$ cat src/logic/lcdc_regs.svh
// constants of the lcd column driver instruction unit and its host controller
// What this block does
// RULE_01: D/I low: write is instruction, read is status
// RULE_02: D/I high: read or write display data
// RULE_03: opcodes: display_off_status_bit, start line, page, Y address
// RULE_04: on/off bit zero only, nothing else changes
// RULE_05: display off keeps RAM contents intact
// RULE_06: start line six bits, selects top row
// RULE_07: short duty shows consecutive lines from start
// RULE_08: page three bits forms upper RAM address
// RULE_09: page holds, never counts automatically
// RULE_10: set Y loads six-bit column counter
// RULE_11: Y advances after every data read/write
// RULE_12: Y wraps from 63 to 0
// RULE_13: write stores whole byte, bit 0 LSB
// RULE_14: read drives RAM byte then increments Y
// RULE_15: host discards first read after address set
// RULE_16: busy blocks all but status; host polls
// RULE_17: busy lasts one to three internal clocks
// RULE_18: status: busy bit7, off bit5, reset bit4
// RULE_19: off reads one; busy one while working
// RULE_20: reset bit set during init, status only
// RULE_21: host reconfigures everything after any reset
`ifndef LCDC_REGS_SVH
`define LCDC_REGS_SVH

// ----------------------------------------------------------------
// opcode patterns
// ----------------------------------------------------------------
`define LCDC_OP_DISPLAY_OFF_STATUS_BIT       7'h1F
`define LCDC_OP_START       2'h3
`define LCDC_OP_PAGE        5'h17
`define LCDC_OP_YADDR       2'h1

// ----------------------------------------------------------------
// status byte bit positions
// ----------------------------------------------------------------
`define LCDC_ST_BUSY        7
`define LCDC_ST_OFF         5
`define LCDC_ST_RESET       4

// ----------------------------------------------------------------
// timing: internal clock period 1 us, busy two periods
// ----------------------------------------------------------------
`define LCDC_CLK_NS         8
`define LCDC_ICLK_NS        1000
`define LCDC_ICLK_CYC       (`LCDC_ICLK_NS / `LCDC_CLK_NS)
`define LCDC_BUSY_PERIODS   2
`define LCDC_INIT_PERIODS   4

// ----------------------------------------------------------------
// host controller apb map
// ----------------------------------------------------------------
`define LCDC_A_CMD          12'h000
`define LCDC_A_STAT         12'h004
`define LCDC_A_RDATA        12'h008
`define LCDC_CMD_GO         8
`define LCDC_CMD_DI         9
`define LCDC_CMD_RW         10
`define LCDC_MASK_OFF       12'hFF0
`define LCDC_BAD_ADDR       32'h0000_0000

`endif

$ cat src/logic/lcdc_pkg.sv
// types used by the host end of the lcd instruction link
package lcdc_pkg;
    typedef enum logic [1:0] {LCDC_IDLE, LCDC_WAIT, LCDC_DONE} lcdc_host_state_t;
    typedef logic [7:0] lcdc_byte_t;
endpackage

$ cat src/logic/lcdc_if.sv
// parallel microprocessor port between host controller and the driver
interface lcdc_if;
    logic       strobe;     // one-cycle access strobe, replaces the enable fall
    logic       di;         // 1 data, 0 instruction/status
    logic       rw;         // 1 read, 0 write
    logic [7:0] wdata;
    logic [7:0] rdata;
    logic       rvalid;     // one-cycle pulse with rdata

    modport dev  (input strobe, input di, input rw, input wdata,
                  output rdata, output rvalid);
    modport host (output strobe, output di, output rw, output wdata,
                  input rdata, input rvalid);
endinterface

$ cat src/logic/lcdc_device.sv
// driver end: instruction decode, status, display ram and addressing
`include "lcdc_regs.svh"
module lcdc_device
    import lcdc_pkg::*;
(
    input  wire logic   clock,
    input  wire logic   rst,
    lcdc_if.dev         bus,
    input  wire logic   [5:0] scan_line,
    input  wire logic   [5:0] panel_rows_m1,
    output logic        [5:0] display_line,
    output logic        [7:0] display_col,
    output logic        display_on
);
    logic [7:0]  ram [0:511];
    logic [2:0]  page;
    logic [5:0]  yaddr;
    logic [5:0]  start_line;
    logic [7:0]  out_reg;
    logic [11:0] busy_cnt;
    logic [11:0] init_cnt;
    logic        busy;
    logic        in_reset;
    logic        accept;
    logic        data_acc;
    logic [7:0]  status;

    assign busy     = busy_cnt != 12'h000;
    assign in_reset = init_cnt != 12'h000;
    // only status reads get through busy or init
    assign accept   = bus.strobe && !busy && !in_reset && !(!bus.di && bus.rw); // RULE_16 RULE_20
    assign data_acc = accept && bus.di; // RULE_02
    assign status   = {busy, 1'b0, !display_on, in_reset, 4'h0}; // RULE_18 RULE_19

    // ----------------------------------------------------------------
    // busy and init timers
    // ----------------------------------------------------------------
    always_ff @(posedge clock) begin
        if (rst)
            busy_cnt <= 12'h000;
        else if (accept)
            busy_cnt <= 12'(`LCDC_BUSY_PERIODS * `LCDC_ICLK_CYC); // RULE_17
        else if (busy)
            busy_cnt <= busy_cnt - 12'h001;
    end

    always_ff @(posedge clock) begin
        if (rst)
            init_cnt <= 12'(`LCDC_INIT_PERIODS * `LCDC_ICLK_CYC); // RULE_20
        else if (in_reset)
            init_cnt <= init_cnt - 12'h001;
    end

    // ----------------------------------------------------------------
    // instruction decode
    // ----------------------------------------------------------------
    always_ff @(posedge clock) begin
        if (rst)
            display_on <= 1'b0;
        else if (accept && !bus.di && !bus.rw && bus.wdata[7:1] == `LCDC_OP_DISPLAY_OFF_STATUS_BIT)
            display_on <= bus.wdata[0]; // RULE_01 RULE_03 RULE_04 RULE_05
    end

    always_ff @(posedge clock) begin
        if (rst)
            start_line <= 6'h00;
        else if (accept && !bus.di && !bus.rw && bus.wdata[7:6] == `LCDC_OP_START)
            start_line <= bus.wdata[5:0]; // RULE_06
    end

    // page and Y are undefined after reset in the part; zero here
    always_ff @(posedge clock) begin
        if (rst)
            page <= 3'h0;
        else if (accept && !bus.di && !bus.rw && bus.wdata[7:3] == `LCDC_OP_PAGE)
            page <= bus.wdata[2:0]; // RULE_08 RULE_09
    end

    always_ff @(posedge clock) begin
        if (rst)
            yaddr <= 6'h00;
        else if (accept && !bus.di && !bus.rw && bus.wdata[7:6] == `LCDC_OP_YADDR)
            yaddr <= bus.wdata[5:0]; // RULE_10
        else if (data_acc)
            yaddr <= yaddr + 6'h01; // RULE_11 RULE_12
    end

    // ----------------------------------------------------------------
    // display ram and output register
    // ----------------------------------------------------------------
    always_ff @(posedge clock) begin
        if (data_acc && !bus.rw)
            ram[{page, yaddr}] <= bus.wdata; // RULE_13
    end

    // output register is reloaded only by a data read, so the first
    // read after an address set returns the previous contents
    always_ff @(posedge clock) begin
        if (rst)
            out_reg <= 8'h00;
        else if (data_acc && bus.rw)
            out_reg <= ram[{page, yaddr}]; // RULE_14 RULE_15
    end

    always_ff @(posedge clock) begin
        if (rst) begin
            bus.rdata  <= 8'h00;
            bus.rvalid <= 1'b0;
        end else begin
            bus.rvalid <= bus.strobe && bus.rw && (!bus.di || data_acc);
            if (bus.strobe && bus.rw)
                bus.rdata <= bus.di ? out_reg : status; // RULE_01 RULE_14
        end
    end

    // ----------------------------------------------------------------
    // refresh read port
    // ----------------------------------------------------------------
    always_ff @(posedge clock) begin
        if (rst) begin
            display_line <= 6'h00;
            display_col  <= 8'h00;
        end else begin
            display_line <= 6'(start_line + (scan_line & panel_rows_m1)); // RULE_07
            display_col  <= display_on ? ram[{scan_line[5:3], scan_line[2:0], 3'h0}] : 8'h00;
        end
    end
endmodule // lcdc_device

$ cat src/flat_wrapper.sv
// flat-port wrapper written by rule: the top's interface ports become plain ports
module lcdc_device_flat import lcdc_pkg::*;
  (clock, rst, scan_line, panel_rows_m1, display_line, display_col, display_on, bus_strobe, bus_di, bus_rw, bus_wdata, bus_rdata, bus_rvalid);
  lcdc_if bus_i ();
  input  wire logic clock;
  input  wire logic rst;
  input  wire logic   [5:0] scan_line;
  input  wire logic   [5:0] panel_rows_m1;
  output logic        [5:0] display_line;
  output logic        [7:0] display_col;
  output logic display_on;
  input wire logic [$bits(bus_i.strobe)-1:0] bus_strobe;
  input wire logic [$bits(bus_i.di)-1:0] bus_di;
  input wire logic [$bits(bus_i.rw)-1:0] bus_rw;
  input wire logic [$bits(bus_i.wdata)-1:0] bus_wdata;
  output wire logic [$bits(bus_i.rdata)-1:0] bus_rdata;
  output wire logic [$bits(bus_i.rvalid)-1:0] bus_rvalid;
  assign bus_i.strobe = bus_strobe;
  assign bus_i.di = bus_di;
  assign bus_i.rw = bus_rw;
  assign bus_i.wdata = bus_wdata;
  assign bus_rdata = bus_i.rdata;
  assign bus_rvalid = bus_i.rvalid;
  lcdc_device u_core (.clock(clock), .rst(rst), .bus(bus_i), .scan_line(scan_line), .panel_rows_m1(panel_rows_m1), .display_line(display_line), .display_col(display_col), .display_on(display_on));
endmodule
$ cat config.mk
export PLATFORM = sky130hd
export DESIGN_NAME = lcdc_device_flat
export DESIGN_NICKNAME = d
export VERILOG_FILES = /design/src/logic/lcdc_pkg.sv /design/src/logic/lcdc_if.sv /design/src/logic/lcdc_device.sv /design/src/flat_wrapper.sv
export VERILOG_INCLUDE_DIRS = /design/src /design/src/logic
export SDC_FILE = /design/constraint.sdc
export NUM_CORES = 2
export LEC_CHECK = 0
export BUFFER_PORTS_ARGS = -buffer_cell sky130_fd_sc_hd__buf_2
export CAP_MARGIN = 20
export CORE_MARGIN = 1
export CORE_UTILIZATION = 50
export DETAILED_ROUTE_END_ITERATION = 7
export HOLD_SLACK_MARGIN = 0.1
export PLACE_DENSITY_LB_ADDON = 0.05
export SLEW_MARGIN = 10
export SYNTH_ARGS = -nofsm -noshare
export SYNTH_HDL_FRONTEND = slang
export SYNTH_SLANG_ARGS = --single-unit
$ cat constraint.sdc
create_clock -name clock -period 5.3 [get_ports clock]
set_clock_uncertainty 0.05 [all_clocks]
set_input_delay 0.795 -clock clock [delete_from_list [all_inputs] [get_ports clock]]
set_output_delay 0.795 -clock clock [all_outputs]
set_load 0.01 [all_outputs]
==> impl_metrics.tcl <==
set metrics [dict create \
    status "completed" \
    hold_path.class "in2reg" \
    p_leak_nw 56.0 \
    layout-drive-gt1-share_pct 29.1 \
    ys_types 71 \
    vias 85808 \
    maxCapViolCount 0 \
    synth.avg_cell_area_um2 21.7 \
    synth_commonest_cells "4096 x edfxtp_1, 1277 x mux4_2, 595 x nor2_1" \
    netlist_area_um2 165000 \
    grt.total_usage_pct 31.6 \
    cp-end-kind "flop" \
    largest_reg_flops 4096 \
    ys_seq_elements 4167 \
    synth_edf_count 4096 \
    fin_setup_tns_ns 0 \
    rsz0062_at_grt "no" \
    register_area_um2 124000 \
    finalPower_mw 67.6 \
    hold_end "u_core.ram[309][6]" \
    yosys.area.top_type "edfxtp_1" \
    cts_tree "done" \
    syn_inst 7595 \
    setup_viol 0 \
    synth_mux_area_share_pct 18.9 \
    synth_top_area_share_pct 74.5 \
    cts_hold_buf 0 \
    final_cell_count_no_fill 12738 \
    clockBufferDepth 4 \
    grt_max_degree 165 \
    finalCritPeriodShare_pct 96.8 \
    synthSimpleGateAreaFrac_pct 2.66 \
    cts_sinks 4167 \
    antenna_found_initial 42 \
    yosysMostFrequentCell "edfxtp_1" \
    rr_endpoint "u_core.out_reg[0]" \
    hold_violations 0 \
    num_io_pins 49 \
    drtIter0Drc 13125 \
    seq_area_frac_synth_pct 75.3 \
    min_delay_path_depth 1 \
    dp.cells 11942 \
    cp_max_fo 25 \
    coreArea_um2 328000 \
    die_w_um 577 \
    worstMarginPinSlew_ns 1.17 \
    critPathLaunchType "flop" \
    crit_arrival_ns 5.95 \
    route.antenna.remaining_nets 0 \
    grt_pass1_wl_um 716000 \
    nFillCells 23938 \
    yosysWarnings 0 \
    path_clk_slew_ns 0.07 \
    cts_resized 0 \
    gp_congestion 0.975 \
    start_util_pct 50.4 \
    drt-pass1-iter-count 6 \
    synth_compound_area_share_pct 1.56 \
    fin_area_um2 187000 \
    reg_top3 "u_core.ram (4096), u_core.busy_cnt (12), u_core.init_cnt (12)" \
    die_h_um 577 \
    synth_top_family_by_area "multiplexers" \
    ys_top_cells_by_area "edfxtp_1 74%, mux4_2 17%, mux2i_1 1.4%" \
    synth_xor_area_share_pct 0.133 \
    regToRegStartpoint "u_core.yaddr[0]" \
    ys.flop_type "edfxtp_1" \
    area_growth_pct 13.4 \
    slew_violations 0 \
    slew_headroom_pct 19.9 \
    fin_hold_ws_ns 0.170 \
    critPathRequiredTime_ns 6.12 \
    synthAdderAreaFrac_pct 0.111 \
    critPathKind "reg2reg" \
    htree_levels 5 \
    fmax_mhz 195 \
    numCtsBuffers 426 \
    cts_setup_buffers 0 \
    r2r_setup_slack_ns 0.17 \
    hpwl_um 345000 \
    fin_nets 8064 \
    r2r.worst_path.cells 9 \
    grt_pass1_vias 84116 \
    vdd.ir_drop.worst_v 0.000304 \
    route.detailed.drc 0 \
    placed_area_um2 174000 \
    post-route-min-period_ns 5.13 \
    io_buffer_count 48 \
    power.density_nw_per_um2 361 \
    totalWireLength_um 524000 \
    hold_path_startpoint "bus_wdata[6]" \
    cts.root.buffer_cell "clkbuf_16" \
    routedWlPerCell_um 41.1 \
    top_register "u_core.ram" \
    clk_latency_ns 1.02 \
    syn_nets 7634 \
    die-area_um2 333000 \
    viasPerCell 6.74 \
    fp-row-count 210 \
    multi_input_area_um2 38800 \
    async_flop_share_pct 0 \
    globalRoute.totalOverflow 0 \
]
## metal layers
layer  GRT usage (%)  share of wire [%]  wire (um)  up-vias
met2            47.1                 45     238000     5462
met5               0              0.034        177        -
met1            44.9                 39     203000    46321
li1                -                  -          -    33029
met4            13.8                5.1      26700       22
met3            7.50                 11      56200      974
## cell families after synthesis
family	Yosys count
AND/OR/NAND/NOR	998
AO/OA/AOI/OAI	371
adder cells (fa/ha/maj)	14
buffers and inverters	503
multiplexers	1517
flip-flops	4167
XOR/XNOR	25
## per-stage QoR
stage / utilization (%) / setup slack (ns)
floorplan: - / 1.71
global placement: 52.9 / 0.431
detailed placement: 52.9 / 0.458
CTS: 57.1 / 0.453
global route: 57.1 / 0.250
finish: 57.1 / 0.172
## worst max-delay path by stage
stage               slack (ns)  depth (start not counted)       startpoint               endpoint
global route              0.25                          9  u_core.yaddr[0]      u_core.out_reg[0]
floorplan                 1.71                          6     scan_line[0]  u_core.display_col[0]
detailed placement        0.46                          9  u_core.yaddr[0]      u_core.out_reg[0]
finish                    0.17                          9  u_core.yaddr[0]      u_core.out_reg[0]
global placement          0.43                          9  u_core.yaddr[0]      u_core.out_reg[0]
CTS                       0.45                          9  u_core.yaddr[0]      u_core.out_reg[0]
## final cells by class
| cell class | count | share of cell area (%) |
|---|---|---|
| antenna | 10 | 0.0134 |
| clock buffer | 527 | 5.96 |
| clock inverter | 258 | 1.40 |
| inverter | 13 | 0.0267 |
| multi-input combinational | 2925 | 20.7 |
| sequential | 4167 | 66.4 |
| tap | 4346 | 2.90 |
| timing repair buffer | 492 | 2.54 |
## layout by cell type (no fill, tap or decap), types with 10 or more instances in the layout
cell,n
nor4_1,14
clkbuf_1,94
buf_2,38
clkbuf_16,431
o22ai_1,46
nor3_1,52
nand2b_1,18
a22o_1,23
a21oi_1,67
nand3_1,73
and2_1,10
ha_1,13
a22oi_1,88
mux2i_1,229
inv_1,12
clkinv_2,73
a32oi_1,12
and3_1,11
nor2_1,591
mux2_2,11
a211oi_1,19
nand2_1,107
xnor2_1,16
a221oi_1,16
o21ai_0,36
clkinv_1,85
clkinvlp_4,22
nor2b_1,25
nand4_1,21
diode_2,10
buf_4,357
dfxtp_1,66
nand3_4,16
edfxtp_1,4096
buf_12,86
bufinv_16,41
mux4_2,1277
## where the power goes
part | leakage (nW) | total, mW | internal (mW) | switching [mW]
sequential | 37.4 | 36.3 | 36.2 | 0.0427
combinational | 11.9 | 1.40 | 0.352 | 1.05
clock | 6.68 | 29.9 | 17.0 | 12.9
total | 56.0 | 67.6 | 53.6 | 14.0
## critical path, cell delays in order, from the launching register on
cell	delay, ns
dfxtp_4	0.90
buf_12	0.33
buf_4	0.41
mux4_2	0.59
mux4_2	0.56
nand2_1	0.13
o221ai_1	0.33
a22oi_1	0.91
and4_1	0.60
a311oi_1	0.15
Note: power is estimated with default switching activity, not from simulation.
